## src/sab_defines.vh

```
// Constants for the strobe/acknowledge bus sequencer.
// Assumes inclusion by bare name from the design files; definitions only.
// Behaviour
// - Read cycle S0 drives direction line high (read).
// - Read cycle presents valid address on entering S1.
// - Read cycle asserts address and data strobes at start of S2.
// - Read S4 waits for acknowledge, inserting wait states if it is late.
// - Each wait state lasts one full bus state period.
// - Read S5 leaves all bus outputs unchanged.
// - Entering read S7, capture data and deassert both strobes.
// - Write S0 returns direction line high if left low.
// - Write cycle presents valid address on entering S1.
// - Write S2 asserts address strobe and drives direction line low.
// - Write S3 enables data bus drivers with the write data.
// - Write S4 asserts data strobe, then waits for acknowledge likewise.
// - Write S5 and S6 hold every bus output unchanged.
// - Entering write S7 drop strobes; end of S7 direction high.
// - Switching to a different non-native bus mode costs one clock first.
// - No extra clock for same mode or switch into native mode.
`ifndef SAB_DEFINES_VH
`define SAB_DEFINES_VH

`define SAB_ADDR_W      24
`define SAB_DATA_W      8
`define SAB_MODE_W      2
`define SAB_MODE_NATIVE 2'h0
`define SAB_MODE_STROBE 2'h3
`define SAB_CLK_PER_ST  2
`define SAB_CNT_W       4
`define SAB_LAST_STATE  3'h7
`define SAB_WAIT_STATE  3'h4
`define SAB_DATA_STATE  3'h3
`define SAB_STRB_STATE  3'h2
`define SAB_ST_S0       3'h0
`define SAB_ST_S1       3'h1
`define SAB_ST_S6       3'h6

`endif

```

## src/sab_mode_gap.v

```verilog
// Bus mode change detector: asks for one idle clock on a switch to a non-native mode.
// Assumes the caller pulses start with the requested mode.
`timescale 1ns/1ns
`include "sab_defines.vh"
module sab_mode_gap #(
    parameter MODE_W = `SAB_MODE_W
) (
    input  wire              clk,
    input  wire              rst_n,
    input  wire              ce,
    input  wire              start,
    input  wire [MODE_W-1:0] mode,
    output wire              need_gap
);
    reg [MODE_W-1:0] last_mode_q;

    // Gap only for a different mode, never when entering native mode
    assign need_gap = (mode != last_mode_q) && (mode != `SAB_MODE_NATIVE);

    // Remember the mode of the last accepted access
    always @(posedge clk) begin
        if (!rst_n) begin
            last_mode_q <= `SAB_MODE_NATIVE;
        end else if (ce && start) begin
            last_mode_q <= mode;
        end
    end
endmodule

```

## src/sab_sequencer.v

```verilog
// Eight-state strobe/acknowledge external bus cycle sequencer.
// Assumes requests arrive synchronous to clk and the acknowledge
// input is already synchronised; the data bus tristate is resolved outside.
`timescale 1ns/1ns
`include "sab_defines.vh"
module sab_sequencer #(
    parameter ADDR_W = `SAB_ADDR_W,
    parameter DATA_W = `SAB_DATA_W,
    parameter MODE_W = `SAB_MODE_W,
    parameter CNT_W  = `SAB_CNT_W
) (
    input  wire              clk,
    input  wire              rst_n,
    input  wire              ce,
    input  wire [CNT_W-1:0]  clk_per_state,
    input  wire              req_valid,
    input  wire              req_write,
    input  wire [MODE_W-1:0] req_mode,
    input  wire [ADDR_W-1:0] req_addr,
    input  wire [DATA_W-1:0] req_wdata,
    output reg               req_ready,
    output reg               done,
    output reg  [DATA_W-1:0] rdata,
    output reg               busy,
    output reg               inserted_wait_state,
    output reg  [ADDR_W-1:0] bus_addr,
    output reg               bus_read_n_write,
    output reg               address_strobe_n,
    output reg               data_strobe_n,
    output reg  [DATA_W-1:0] bus_data_out,
    output reg               bus_data_oe,
    input  wire [DATA_W-1:0] bus_data_in,
    input  wire              transfer_ack_n
);
    // One-hot controller states
    localparam [3:0] ST_IDLE = 4'b0001;
    localparam [3:0] ST_GAP  = 4'b0010;
    localparam [3:0] ST_RUN  = 4'b0100;
    localparam [3:0] ST_WAIT = 4'b1000;

    reg [3:0]        st_q;
    reg [3:0]        st_d;
    reg [2:0]        bstate_q;
    reg              write_q;
    reg [ADDR_W-1:0] addr_q;
    reg [DATA_W-1:0] wdata_q;
    reg              ack_seen_q;
    wire             state_end;
    wire             need_gap;
    wire             accept;
    wire             running;
    wire             in_run;
    wire             in_wait;
    wire             in_ack_state;
    wire             ack_sample;
    wire             go_wait;
    wire             leave_wait;
    wire             finish;
    wire             advance;
    wire             step;
    wire             enter_s1;
    wire             enter_s2;
    wire             enter_s3;
    wire             enter_s4;
    wire             enter_s7;
    wire             read_strobe;
    wire             write_strobe;
    wire             load_wdata;
    wire             latch_rdata;

    // Controller decode
    assign accept  = (st_q == ST_IDLE) && req_valid;
    assign in_run  = (st_q == ST_RUN);
    assign in_wait = (st_q == ST_WAIT);
    assign running = in_run || in_wait;

    // Acknowledge window: S4 itself and every inserted wait state
    assign in_ack_state = in_run && (bstate_q == `SAB_WAIT_STATE);
    assign ack_sample   = !transfer_ack_n && (in_ack_state || in_wait);

    // End-of-state decisions; a late acknowledge turns the end of S4 into a wait
    assign go_wait    = in_ack_state && state_end && !ack_seen_q;
    assign leave_wait = in_wait && state_end && ack_seen_q;
    assign finish     = in_run && state_end && (bstate_q == `SAB_LAST_STATE);
    assign advance    = in_run && state_end && !go_wait && !finish;
    assign step       = advance || leave_wait;

    // Entry strobes; S5 and S6 have none, so the bus holds there
    assign enter_s1 = advance && (bstate_q == `SAB_ST_S0);
    assign enter_s2 = advance && (bstate_q == `SAB_ST_S1);
    assign enter_s3 = advance && (bstate_q == `SAB_STRB_STATE);
    assign enter_s4 = advance && (bstate_q == `SAB_DATA_STATE);
    assign enter_s7 = advance && (bstate_q == `SAB_ST_S6);

    // Direction-qualified strobes
    assign read_strobe  = enter_s2 && !write_q;
    assign write_strobe = enter_s4 && write_q;
    assign load_wdata   = enter_s3 && write_q;
    assign latch_rdata  = enter_s7 && !write_q;

    // State period timer, reused for wait states
    sab_state_timer #(
        .CNT_W(CNT_W)
    ) u_timer (
        .clk           (clk),
        .rst_n         (rst_n),
        .ce            (ce),
        .run           (running),
        .clk_per_state (clk_per_state),
        .state_end     (state_end)
    );

    // Mode switch gap decision
    sab_mode_gap #(
        .MODE_W(MODE_W)
    ) u_gap (
        .clk      (clk),
        .rst_n    (rst_n),
        .ce       (ce),
        .start    (accept),
        .mode     (req_mode),
        .need_gap (need_gap)
    );

    // Next controller state; a switch to a non-native mode costs one idle clock first
    always @* begin
        st_d = st_q;
        case (st_q)
            ST_IDLE: begin
                if (req_valid && need_gap) begin
                    st_d = ST_GAP;
                end else if (req_valid) begin
                    st_d = ST_RUN;
                end
            end
            ST_GAP: begin
                st_d = ST_RUN;
            end
            ST_RUN: begin
                if (go_wait) begin
                    st_d = ST_WAIT;
                end else if (finish) begin
                    st_d = ST_IDLE;
                end
            end
            ST_WAIT: begin
                if (leave_wait) begin
                    st_d = ST_RUN;
                end
            end
            default: begin
                st_d = ST_IDLE;
            end
        endcase
    end

    // Controller state register
    always @(posedge clk) begin
        if (!rst_n) begin
            st_q <= ST_IDLE;
        end else if (ce) begin
            st_q <= st_d;
        end
    end

    // Bus state counter: restarts at S0 on accept, steps at each state end before S7 unless a wait state follows
    always @(posedge clk) begin
        if (!rst_n) begin
            bstate_q <= `SAB_ST_S0;
        end else if (ce) begin
            if (accept) begin
                bstate_q <= `SAB_ST_S0;
            end else if (step) begin
                bstate_q <= bstate_q + 3'h1;
            end
        end
    end

    // Acknowledge flag; a fresh sample wins over the clear on a state step
    always @(posedge clk) begin
        if (!rst_n) begin
            ack_seen_q <= 1'b0;
        end else if (ce) begin
            if (ack_sample) begin
                ack_seen_q <= 1'b1;
            end else if (step || accept) begin
                ack_seen_q <= 1'b0;
            end
        end
    end

    // Request capture at acceptance
    always @(posedge clk) begin
        if (!rst_n) begin
            write_q <= 1'b0;
            addr_q  <= {ADDR_W{1'b0}};
            wdata_q <= {DATA_W{1'b0}};
        end else if (ce && accept) begin
            write_q <= req_write;
            addr_q  <= req_addr;
            wdata_q <= req_wdata;
        end
    end

    // Handshake pulses and busy level
    always @(posedge clk) begin
        if (!rst_n) begin
            req_ready <= 1'b0;
            done      <= 1'b0;
            busy      <= 1'b0;
        end else if (ce) begin
            req_ready <= accept;
            done      <= finish;
            if (accept) begin
                busy <= 1'b1;
            end else if (finish) begin
                busy <= 1'b0;
            end
        end
    end

    // Wait-state indicator, high for whole state periods
    always @(posedge clk) begin
        if (!rst_n) begin
            inserted_wait_state <= 1'b0;
        end else if (ce) begin
            if (go_wait) begin
                inserted_wait_state <= 1'b1;
            end else if (leave_wait) begin
                inserted_wait_state <= 1'b0;
            end
        end
    end

    // Address bus: loaded on S1 entry only, so it holds through S5 and S6
    always @(posedge clk) begin
        if (!rst_n) begin
            bus_addr <= {ADDR_W{1'b0}};
        end else if (ce && enter_s1) begin
            bus_addr <= addr_q;
        end
    end

    // Direction line: high at S0 and after S7, low from S2 of a write
    always @(posedge clk) begin
        if (!rst_n) begin
            bus_read_n_write <= 1'b1;
        end else if (ce) begin
            if (accept || finish) begin
                bus_read_n_write <= 1'b1;
            end else if (enter_s2 && write_q) begin
                bus_read_n_write <= 1'b0;
            end
        end
    end

    // Address strobe: asserted from S2 until S7 entry
    always @(posedge clk) begin
        if (!rst_n) begin
            address_strobe_n <= 1'b1;
        end else if (ce) begin
            if (enter_s2) begin
                address_strobe_n <= 1'b0;
            end else if (enter_s7) begin
                address_strobe_n <= 1'b1;
            end
        end
    end

    // Data strobe: from S2 on a read, from S4 on a write, off at S7 entry
    always @(posedge clk) begin
        if (!rst_n) begin
            data_strobe_n <= 1'b1;
        end else if (ce) begin
            if (read_strobe) begin
                data_strobe_n <= 1'b0;
            end else if (write_strobe) begin
                data_strobe_n <= 1'b0;
            end else if (enter_s7) begin
                data_strobe_n <= 1'b1;
            end
        end
    end

    // Write data driver: enabled from S3 until the cycle ends
    always @(posedge clk) begin
        if (!rst_n) begin
            bus_data_out <= {DATA_W{1'b0}};
            bus_data_oe  <= 1'b0;
        end else if (ce) begin
            if (load_wdata) begin
                bus_data_out <= wdata_q;
                bus_data_oe  <= 1'b1;
            end else if (finish) begin
                bus_data_oe <= 1'b0;
            end
        end
    end

    // Read data latch on S7 entry
    always @(posedge clk) begin
        if (!rst_n) begin
            rdata <= {DATA_W{1'b0}};
        end else if (ce && latch_rdata) begin
            rdata <= bus_data_in;
        end
    end
endmodule

```

## src/sab_state_timer.v

```verilog
// State period timer: pulses at the last clock of each bus state.
// Assumes a synchronous active-low reset and a clock enable.
`timescale 1ns/1ns
`include "sab_defines.vh"
module sab_state_timer #(
    parameter CNT_W = `SAB_CNT_W
) (
    input  wire             clk,
    input  wire             rst_n,
    input  wire             ce,
    input  wire             run,
    input  wire [CNT_W-1:0] clk_per_state,
    output wire             state_end
);
    reg [CNT_W-1:0] cnt_q;

    // Last clock of a state when the count reaches the period less one
    assign state_end = run && (cnt_q == clk_per_state - {{(CNT_W-1){1'b0}}, 1'b1});

    // Count clocks within one state period
    always @(posedge clk) begin
        if (!rst_n) begin
            cnt_q <= {CNT_W{1'b0}};
        end else if (ce) begin
            if (!run || state_end) begin
                cnt_q <= {CNT_W{1'b0}};
            end else begin
                cnt_q <= cnt_q + {{(CNT_W-1){1'b0}}, 1'b1};
            end
        end
    end
endmodule
```

## config.mk

```make
export PLATFORM = sky130hd
export DESIGN_NAME = sab_sequencer
export DESIGN_NICKNAME = d
export VERILOG_FILES = /design/src/sab_mode_gap.v /design/src/sab_sequencer.v /design/src/sab_state_timer.v
export VERILOG_INCLUDE_DIRS = /design/src /design/src/src
export SDC_FILE = /design/constraint.sdc
export NUM_CORES = 1
export LEC_CHECK = 0
export BUFFER_PORTS_ARGS = -buffer_cell sky130_fd_sc_hd__buf_2
export CORE_MARGIN = 8
export CORE_UTILIZATION = 35
export DETAILED_ROUTE_END_ITERATION = 7
export GPL_TIMING_DRIVEN = 0
export MAX_ROUTING_LAYER = met4
export PLACE_DENSITY_LB_ADDON = 0.15
export SETUP_SLACK_MARGIN = 0.2
export SLEW_MARGIN = 40
export SYNTH_ARGS = -nofsm -noshare
export SYNTH_HDL_FRONTEND = slang
export SYNTH_SLANG_ARGS = --single-unit
```

## constraint.sdc

```tcl
create_clock -name clk -period 2.9 [get_ports clk]
set_input_delay 0.29 -clock clk [delete_from_list [all_inputs] [get_ports clk]]
set_output_delay 0.29 -clock clk [all_outputs]
set_load 0.005 [all_outputs]
```

==> results of run 1 <==
[area by class of cell]
type | count | area [um^2] | area share (%)
Timing Repair Buffer | 102 | 518 | 10.1
Buffer | 28 | 154 | 2.99
Inverter | 7 | 26.3 | 0.510
Antenna cell | 1 | 2.50 | 0.0486
Clock inverter | 7 | 71.3 | 1.38
Sequential cell | 95 | 1900 | 36.9
Multi-Input combinational cell | 332 | 2070 | 40.2
Tap cell | 143 | 179 | 3.47
Clock buffer | 9 | 225 | 4.37
[state kept, by name, summed over array words and instances, names as in the netlist, 2 cells and up]
signal / count
rdata: 8
addr_q: 24
bus_addr: 24
bstate_q: 3
u_timer.cnt_q: 4
st_q: 4
bus_data_out: 8
wdata_q: 8
u_gap.last_mode_q: 2
[synth_stat cells (all sizes together), types with 2 or more instances]
cell,n
buf,10
clkbuf,18
o21ai,9
a21o,3
a22oi,2
xnor2,6
nand2b,6
nor3,4
xor2,4
o2bb2ai,2
inv,7
dfxtp,95
ha,8
nor2b,21
a21boi,62
mux2i,19
nor2,11
a31oi,3
nand3,5
nand2,140
nand4,3
nor4b,2
a21oi,3
[worst paths after layout]
kind                             start                         to  slack, ps  depth (start not counted)
max reg2reg   bstate_q[0]$_SDFFE_PN0P_  bus_addr[21]$_SDFFE_PN0P_        620                         10
min reg2reg  bus_addr[19]$_SDFFE_PN0P_  bus_addr[19]$_SDFFE_PN0P_        450                          2
min                        req_addr[9]     addr_q[9]$_SDFFE_PN0P_        190                          3
max           bstate_q[0]$_SDFFE_PN0P_  bus_addr[21]$_SDFFE_PN0P_        620                         10
[what timing repair did]
action,in CTS,in global routing
resized for setup,0,1
endpoints found under the setup margin,0,20
hold buffers,0,0
buffers inserted,0,3
[cells by family after synthesis]
group	Yosys count	synth area share (%)
simple gates	202	22.4
flops	95	45.8
compound gates	93	18.4
buf+inv	35	4.34
mux	19	4.58
xor+xnor	10	2.11
fa+ha+maj	8	2.41
[stage by stage]
stage / instances / cell area (um^2) / hold slack (ps)
floorplan: 462 / 4150 / 435
global placement: 704 / 4820 / 446
detailed placement: 704 / 4820 / 447
CTS: 720 / 5120 / 183
global route: 724 / 5150 / 203
finish: 724 / 5150 / 190
[power groups by stage]
stage,clock (mW),combinational (mW),sequential (mW)
3_3_place_gp,0,0.247,1.40
4_1_cts,1.22,0.252,1.37
3_5_place_dp,0,0.250,1.40
2_1_floorplan,0,0.161,1.40
5_1_grt,1.27,0.282,1.38
6_report,1.18,0.248,1.37
[worst max-delay path: stages, from the launching register on]
cell and delay [ps]:
dfxtp_1 350, inv_1 100, ha_1 250, nand2_1 130, o2111ai_1 310, nor4_4 50
buf_4 170, nand3_2 160, clkbuf_1 430, nand2_1 130, a21boi_2 130
[per-layer routing]
layer	vias to the layer above	global-route usage, %	routed length (um)
li1	1767	-	-
met1	1548	16.9	4840
met2	83	21.5	4680
met3	13	3.60	629
met4	0	5.16	150
met5	-	-	0
==> metrics.txt, run 1 <==
status=completed; IO Count=100; vias in the first global route=3506; clock skew=8.75 ps; slew margin rel.=61.7%; Buffers on Ports=99; die height=125 um; Final setup violation count=0; pre-CTS WS=158 ps; maximum vdd drop=0.000215 V; Yosys warning total=0; CTS sink cnt=95; GPL Wtd Cong=0.811; Routed Antenna Nets=0; sw frac=24.2%; Worst Path Arrival=2550 ps; CP endpoint kind=flop; Post-Synthesis Cells=462; Util after Layout=44.7%; Core ar.=11500 um^2; initial antenna violation count=1; # fillers=1186; pin count of the biggest net entering global routing=17; DP Wirelength=7750 um; H-tree depth=3; Clock transition at path regs=70 ps; cell taking the most area after synthesis=dfxtp_1; routed len/inst=14.2 um; nets@finish=635; global-route wire length before repair=17200 um; Tmin final=2280 ps; synth top area cells=dfxtp_1 (46%), nand2_1 (13%), a21boi_0 (7.6%), a21boi_2 (5.4%), mux2i_1 (4.6%); synthesized area=4150 um^2; Fin. Hold Viols=0; Initial Util=36.0%; crit-path max FO=10; drt via density=4.71; worst path required time=3180 ps; DRC viols=0; Seq pwr share=49.0%; CTS tree=built; Final Slew Violations=0; post-synthesis net count=522; total CTS buffers=9; Seq/Total Area, Yosys=45.8%; EDFF count, synth=0; main flop type after synthesis=dfxtp_1; crit path kind=reg -> reg; Worst-Margin Slew=574 ps; power share of the clock group=42.1%; Routed WL=10300 um; Iteration-0 DRC Markers=230; vias=3411; RSZ-0062 raised after global routing=false; die area=15600 um^2; PD cells=544 nW/um^2; area grow syn2layout=24.1%; fin worst setup slack=622 ps; post-route clock period utilization=78.6%; Async S/R FF share, synth=0%; Root Buffer=clkbuf_16; Leak Pwr=2.02 nW; commonest non-fill, non-tap cells in the layout=nand2_1 (140), buf_2 (104), dfxtp_1 (95); maxcap violations=0; CTS max path bufs=2; FP Rows=39; HP Class=in -> reg; layout cell share with drive strength beyond 1=27.4%; drt pass-1 iters=4; Clk Latency, worst-skew pair=340 ps; Power, Total=2.80 mW; Comb power frac=8.8%; Yosys reg bits=95; Power Internal=2.12 mW; share of the synthesized area in the top cell type=45.8%; achievable frequency=439 MHz; Overflow after GRT=0; most common cell after layout, fill and taps aside=nand2_1; gr usage total=13.8%; startpoint types=flop; Die W=125 um; NetSw=679 uW; Mean Syn Cell Area=8.98 um^2; synth unique cells=49; setup tns final=0 ps
No activity file was read; power rests on OpenSTA's default activity.
==> run 2, diff against run 1 <==
==> constraint.sdc (replaced) <==
create_clock -name clk -period 1.9 [get_ports clk]
set_input_delay 0.19 -clock clk [delete_from_list [all_inputs] [get_ports clk]]
set_output_delay 0.19 -clock clk [all_outputs]
set_load 0.005 [all_outputs]
==> run 2 against run 1 <==
Net effect: the flow now finishes with violations (setup timing); sequential share of layout area fell by 6.9 points; non-clock buffer count is 29 higher; first-iteration DRC count is 17% lower; wire length increased by 15%; design area increased by 24%; maximum frequency is 10% higher; critical path depth shrank 1; hold slack worse by 120 ps; power is 64% higher; die area is the same; via count up 6.0%; highest routed layer unchanged.
==> metrics.txt, run 2 (same netlist as run 1, synthesis figures left out) <==
Final setup violation count=70 (+70); status=finished, violations left; die area=15600 um^2 (unchanged); Clock transition at path regs=70 ps (about the same); CP peak stage delay=310 ps (-120 ps); M1 wire length=5190 um (+7.1%); FP Rows=39 (unchanged); achievable frequency=485 MHz (+10%); crit-path max FO=9 (-1); power share of the clock group=37.7% (-4.4 points); Worst-Margin Slew=596 ps (+21.9 ps); startpoint types=flop; Post-Layout Cell Count=753 (+4.0%); Root Buffer=clkbuf_16; DRC viols=0 (unchanged); worst path required time=2140 ps (-1040 ps); commonest non-fill, non-tap cells in the layout=buf_2 (100), dfxtp_1 (88), nand2_1 (67); drt via density=4.80 (+1.9%); GPL Wtd Cong=0.831 (+2.5%); nets@finish=664 (+4.6%); dpl cell area=4910 um^2 (+1.7%); Seq pwr share=46.2% (-2.8 points); Initial Util=36.0% (unchanged); Core ar.=11500 um^2 (unchanged); CP Depth=9 (-1); Highest Signal Layer=met4; area grow syn2layout=54.4%; failing checks=setup timing; Iteration-0 DRC Markers=190 (-17%); CP endpoint kind=flop; die height=125 um (unchanged); Final Slew Violations=0 (unchanged); most common cell after layout, fill and taps aside=buf_2; drt pass-1 iters=4 (unchanged); slew margin rel.=60.3% (-1.5 points); Routed WL=11800 um (+15%); Clk Latency, worst-skew pair=350 ps (about the same); PD cells=718 nW/um^2 (+32%); CP startpoint=st_q[3]$_SDFFE_PN0P_; RSZ-0062 raised after global routing=true; post-route clock period utilization=109% (+30 points); Worst R2R Setup Slack=-160 ps (-780 ps); crit path capture=bus_data_out[5]$_SDFFE_PN0P_; routed wl met2=5990 um (+28%); Power Internal=3.41 mW (+61%); Crit-path slowest cell=dfxtp_2; Routed Antenna Nets=0 (unchanged); Fin. Hold Viols=0 (unchanged); routed len/inst=15.7 um (+10%); cts hold-fix bufs=0 (unchanged); Worst Path Arrival=2300 ps (-250 ps); largest registers=addr_q x24, bus_addr x24; post-route design area=6410 um^2 (+24%); fin worst setup slack=-162 ps (-784 ps); Tmin final=2060 ps (-216 ps); clock skew=9.98 ps (+1.23 ps); initial antenna violation count=1 (unchanged); CTS tree=built; sw frac=25.9% (+1.7 points); pin count of the biggest net entering global routing=16 (-1); # fillers=1040 (-12%); Comb power frac=16.1% (+7.3 points); NetSw=1.19 mW (+76%); layout cell share with drive strength beyond 1=52.5% (+25 points); H-tree depth=3 (unchanged); HP Class=in -> reg; CTS max path bufs=2 (unchanged); vias=3616 (+6.0%); DP Wirelength=7740 um (-0.15%); CP delay by family, top=simple AND/OR/NAND/NOR gates; gr usage total=15.0% (+1.1 points); IO Count=100 (unchanged); FF-to-FF End=bus_data_out[5]$_SDFFE_PN0P_; cells on worst reg2reg path=9 (-1); Critical path buffers and inverters=3 (unchanged); Overflow after GRT=0 (unchanged); Die W=125 um (unchanged); global-route wire length before repair=18200 um (+5.5%); maxcap violations=0 (unchanged); total CTS buffers=9 (unchanged); maximum vdd drop=0.000623 V (+190%); met3 routed wirelength=515 um (-18%); Leak Pwr=2.72 nW (+35%); dpl cells=704 (unchanged); CTS sink cnt=95 (unchanged); crit path kind=reg -> reg; Critical Path, Cell by Cell=buf_6 -> nor4b_4 -> nand2_2 -> nor4_4 -> buf_4 -> and4_4 -> buf_12 -> mux2i_2 -> nor2b_1; Buffers on Ports=99 (unchanged); Critical R2R Launch=st_q[3]$_SDFFE_PN0P_; vias in the first global route=3682 (+5.0%)
run 2: cell types whose count changed in the layout (fill, tap and decap cells not counted), sizes merged:
cell and delta:
inv -1, clkinvlp -2, buf +26, clkinv +1, bufinv -1, clkbuf +6
run 2: area by class of cell:
type / count / area, um^2 / share of cell area, %
multi-input combinational: 332 / 2760 / 43.0
sequential: 95 / 1920 / 30.0
timing repair buffer: 131 / 902 / 14.1
buffer: 28 / 328 / 5.12
clock buffer: 12 / 256 / 4.00
tap: 143 / 179 / 2.79
clock inverter: 4 / 30.0 / 0.469
inverter: 7 / 28.8 / 0.449
antenna: 1 / 2.50 / 0.0391
run 2: power by group through the flow:
stage	sequential, mW	combinational, mW	clock (mW)
finish	2.13	0.739	1.73
global route	2.14	0.795	1.86
CTS	2.11	0.602	1.78
detailed placement	2.14	0.394	0
global placement	2.14	0.388	0
floorplan	2.13	0.258	0
run 2: how the worst min path moves through the flow:
stage                                  start                  endpoint  cells after the start
global placement    bus_data_oe$_SDFFE_PN0P_  bus_data_oe$_SDFFE_PN0P_                      2
floorplan                       req_addr[23]   addr_q[23]$_SDFFE_PN0P_                      2
global route                     req_addr[4]    addr_q[4]$_SDFFE_PN0P_                      3
detailed placement  bus_data_oe$_SDFFE_PN0P_  bus_data_oe$_SDFFE_PN0P_                      2
CTS                              req_addr[3]    addr_q[3]$_SDFFE_PN0P_                      3
finish                           req_addr[3]    addr_q[3]$_SDFFE_PN0P_                      3
run 2: worst register-to-register path, delay by kind of cell, from the launching register on:
kind,cells,cell delay (ps)
and+or+nand+nor,5,990
muxes,1,210
buffers and inverters,3,440
DFF,1,310
run 2: per-stage QoR:
stage | util [%] | setup WS (ps) | hold WS, ps | power, mW | setup TNS, ps
after detailed placement | 42.6 | -549 | 447 | 2.54 | -18400
after global placement | 42.6 | -478 | 442 | 2.53 | -15860
final | 55.6 | -162 | 69.9 | 4.60 | -6290
after floorplan | - | 27.4 | 335 | 2.39 | 0
after global routing | 55.6 | -276 | 56.2 | 4.79 | -11650
after CTS | 50.5 | -197 | 61.9 | 4.49 | -6670
run 2: per-layer routing:
layer | global-route usage (%) | vias to the layer above
met3 | 5.05 | 9
met1 | 16.5 | 1711
li1 | - | 1824
met2 | 25.2 | 72
met5 | - | -
met4 | 4.23 | 0
run 2: repair_timing:
| item | 4_1_cts | 5_1_grt |
|---|---|---|
| gates cloned | 7 | 2 |
| resized for setup | 142 | 126 |
| setup buffers | 17 | 6 |
| pin swaps | 75 | 65 |
| endpoints found under the setup margin | 85 | 95 |
| hold endpoints to repair | 0 | 0 |
==> run 3, diff against run 2 <==
--- a/config.mk
+++ b/config.mk
@@ -7,6 +7,7 @@
 export NUM_CORES = 1
 export LEC_CHECK = 0
 export BUFFER_PORTS_ARGS = -buffer_cell sky130_fd_sc_hd__buf_2
+export CORE_ASPECT_RATIO = 0.9
 export CORE_MARGIN = 8
 export CORE_UTILIZATION = 35
 export DETAILED_ROUTE_END_ITERATION = 7
==> run 3 against run 2 <==
Net effect: power rose by 7.1%; final cell count rose by 1.9%; non-clock buffer count did not move; critical endpoint is now st_q[2]$_SDFFE_PN0P_; register-to-register slack improved by 20 ps; clock-buffer cell count did not move; highest routed layer unchanged; largest power group unchanged; core utilization rose by 0.47 points; sequential share of layout area fell by 0.30 points; combinational power fell by 5.0%; the flow still finishes with violations (setup timing); critical path type unchanged.
==> metrics.txt, run 3 (same netlist as run 1, synthesis figures left out) <==
total CTS buffers=9 (unchanged); Util after Layout=56.1% (+0.47 points); post-route clock period utilization=107% (-1.2 points); Worst R2R Setup Slack=-140 ps (+20 ps); routed len/inst=15.0 um (-4.3%); worst path required time=2160 ps (+20 ps); FP Rows=37 (-5.1%); dpl cell area=4920 um^2 (+0.33%); Critical Path, Cell by Cell=buf_6 -> buf_4 -> or4b_4 -> or2_4 -> a41oi_4 -> a21o_2 -> mux2i_1; area grow syn2layout=55.2%; Routed WL=11500 um (-2.6%); Leak Pwr=2.72 nW (about the same); RSZ-0062 raised after global routing=true; gr usage total=15.0% (+0.074 points); Crit-path slowest cell=or4b_4; most common cell after layout, fill and taps aside=buf_2; Final Slew Violations=0 (unchanged); vias=3618 (+0.055%); crit-path max FO=4 (-5); CP endpoint kind=flop; Final setup violation count=75 (+7.1%); Core ar.=11500 um^2 (-0.30%); pre-CTS WS=-574 ps (-25.4 ps); Iteration-0 DRC Markers=195 (+2.6%); setup tns final=-3310 ps (+2980 ps); GR peak layer=met2; Fin. Hold Viols=0 (unchanged); global-route wire length before repair=18200 um (+0.19%); CP peak stage delay=510 ps (+200 ps); CTS max path bufs=2 (unchanged); Initial Util=36.1% (+0.11 points); Clk Latency, worst-skew pair=340 ps (about the same); Worst Path Arrival=2300 ps (about the same); IO Count=100 (unchanged); CTS tree=built; layout cell share with drive strength beyond 1=52.2% (-0.33 points); failing checks=setup timing; Root Buffer=clkbuf_16; initial antenna violation count=1 (unchanged); slew margin rel.=62.3% (+2.1 points); clock skew=8.93 ps (-1.05 ps); Clock transition at path regs=70 ps (about the same); achievable frequency=491 MHz (+1.2%); Buffers on Ports=99 (unchanged); DP Wirelength=7840 um (+1.2%); Routed Antenna Nets=0 (unchanged); commonest non-fill, non-tap cells in the layout=buf_2 (99), dfxtp_1 (89), nand2_1 (61); pin count of the biggest net entering global routing=16 (unchanged); grt met2 use=23.1% (-2.1 points); status=finished, violations left; Critical path buffers and inverters=2 (-1); grt met1 use=19.3% (+2.7 points); startpoint types=flop; crit path kind=reg -> reg; Overflow after GRT=0 (unchanged); HP Class=in -> reg; Die W=131 um (+4.7%); CP startpoint=st_q[3]$_SDFFE_PN0P_; drt via density=4.72 (-1.8%); nets@finish=664 (unchanged); drt pass-1 iters=4 (unchanged); hold path start=req_addr[16]; post-route design area=6440 um^2 (+0.55%); Worst-Margin Slew=565 ps (-30.8 ps); hold_ws=87.9 ps (+17.9 ps); GPL Wtd Cong=0.791 (-4.9%); DRC viols=0 (unchanged); die area=15600 um^2 (about the same); vias in the first global route=3677 (-0.14%); Tmin final=2040 ps (-23.6 ps); CTS sink cnt=95 (unchanged); die height=119 um (-4.5%); met3 Resource Use GR=3.93% (-1.1 points); fin worst setup slack=-138 ps (+23.6 ps); CP delay by family, top=simple AND/OR/NAND/NOR gates; PD cells=765 nW/um^2 (+6.5%); maxcap violations=0 (unchanged); maximum vdd drop=0.000469 V (-25%); Critical R2R Launch=st_q[3]$_SDFFE_PN0P_; H-tree depth=3 (unchanged); largest registers=addr_q x24, bus_addr x24
==> run 3: cell types whose count changed in the layout (fill, tap and decap cells not counted), sizes merged <==
cell,delta
inv,+1
diode,+1
clkbuf,-1
clkinvlp,-1
clkinv,-3
buf,+1
bufinv,+3
==> run 3: stage by stage <==
step,instances,total power [mW]
floorplan,462,2.39
global placement,717,2.53
detailed placement,717,2.54
CTS,757,4.88
global route,766,5.12
finish,767,4.93
==> run 3: power breakdown <==
part | total, mW | switching, mW | internal, mW
sequential | 2.12 | 0.0729 | 2.05
clock | 2.10 | 0.770 | 1.33
combinational | 0.702 | 0.321 | 0.381
total | 4.93 | 1.16 | 3.77
==> run 3: timing repair <==
action,in CTS,in global routing
gates cloned,7,2
pin swaps,63,58
hold buffers,0,0
gates resized for setup,137,119
setup endpoints to repair,85,91
buffers inserted,17,6
==> run 3: per-layer routing <==
metal	up-vias	share of wire [%]
met3	9	6.0
met2	88	47
met4	0	0.85
li1	1828	-
met5	-	0
met1	1693	46
==> run 3: path summary, 6_finish.rpt <==
path | end | cells after the start
max | st_q[2]$_SDFFE_PN0P_ | 7
min | addr_q[16]$_SDFFE_PN0P_ | 3
max reg2reg | st_q[2]$_SDFFE_PN0P_ | 7
min reg2reg | busy$_SDFFE_PN0P_ | 2
==> run 3: layout make-up <==
class | count | area (um^2)
Antenna cell | 2 | 5.00
Buffer | 28 | 335
Clock buffer | 12 | 246
Clock inverter | 4 | 101
Fill cell | 1053 | 5040
Inverter | 7 | 26.3
Multi-Input combinational cell | 332 | 2690
Sequential cell | 95 | 1910
Tap cell | 156 | 195
Timing Repair Buffer | 131 | 927
==> run 3: tightest hold or removal path: cells and delay by family <==
family / cells / cell delay (ps)
buffers and inverters: 1 / 100
and+or+nand+nor: 1 / 40
AOI/OAI and AO/OA: 1 / 40
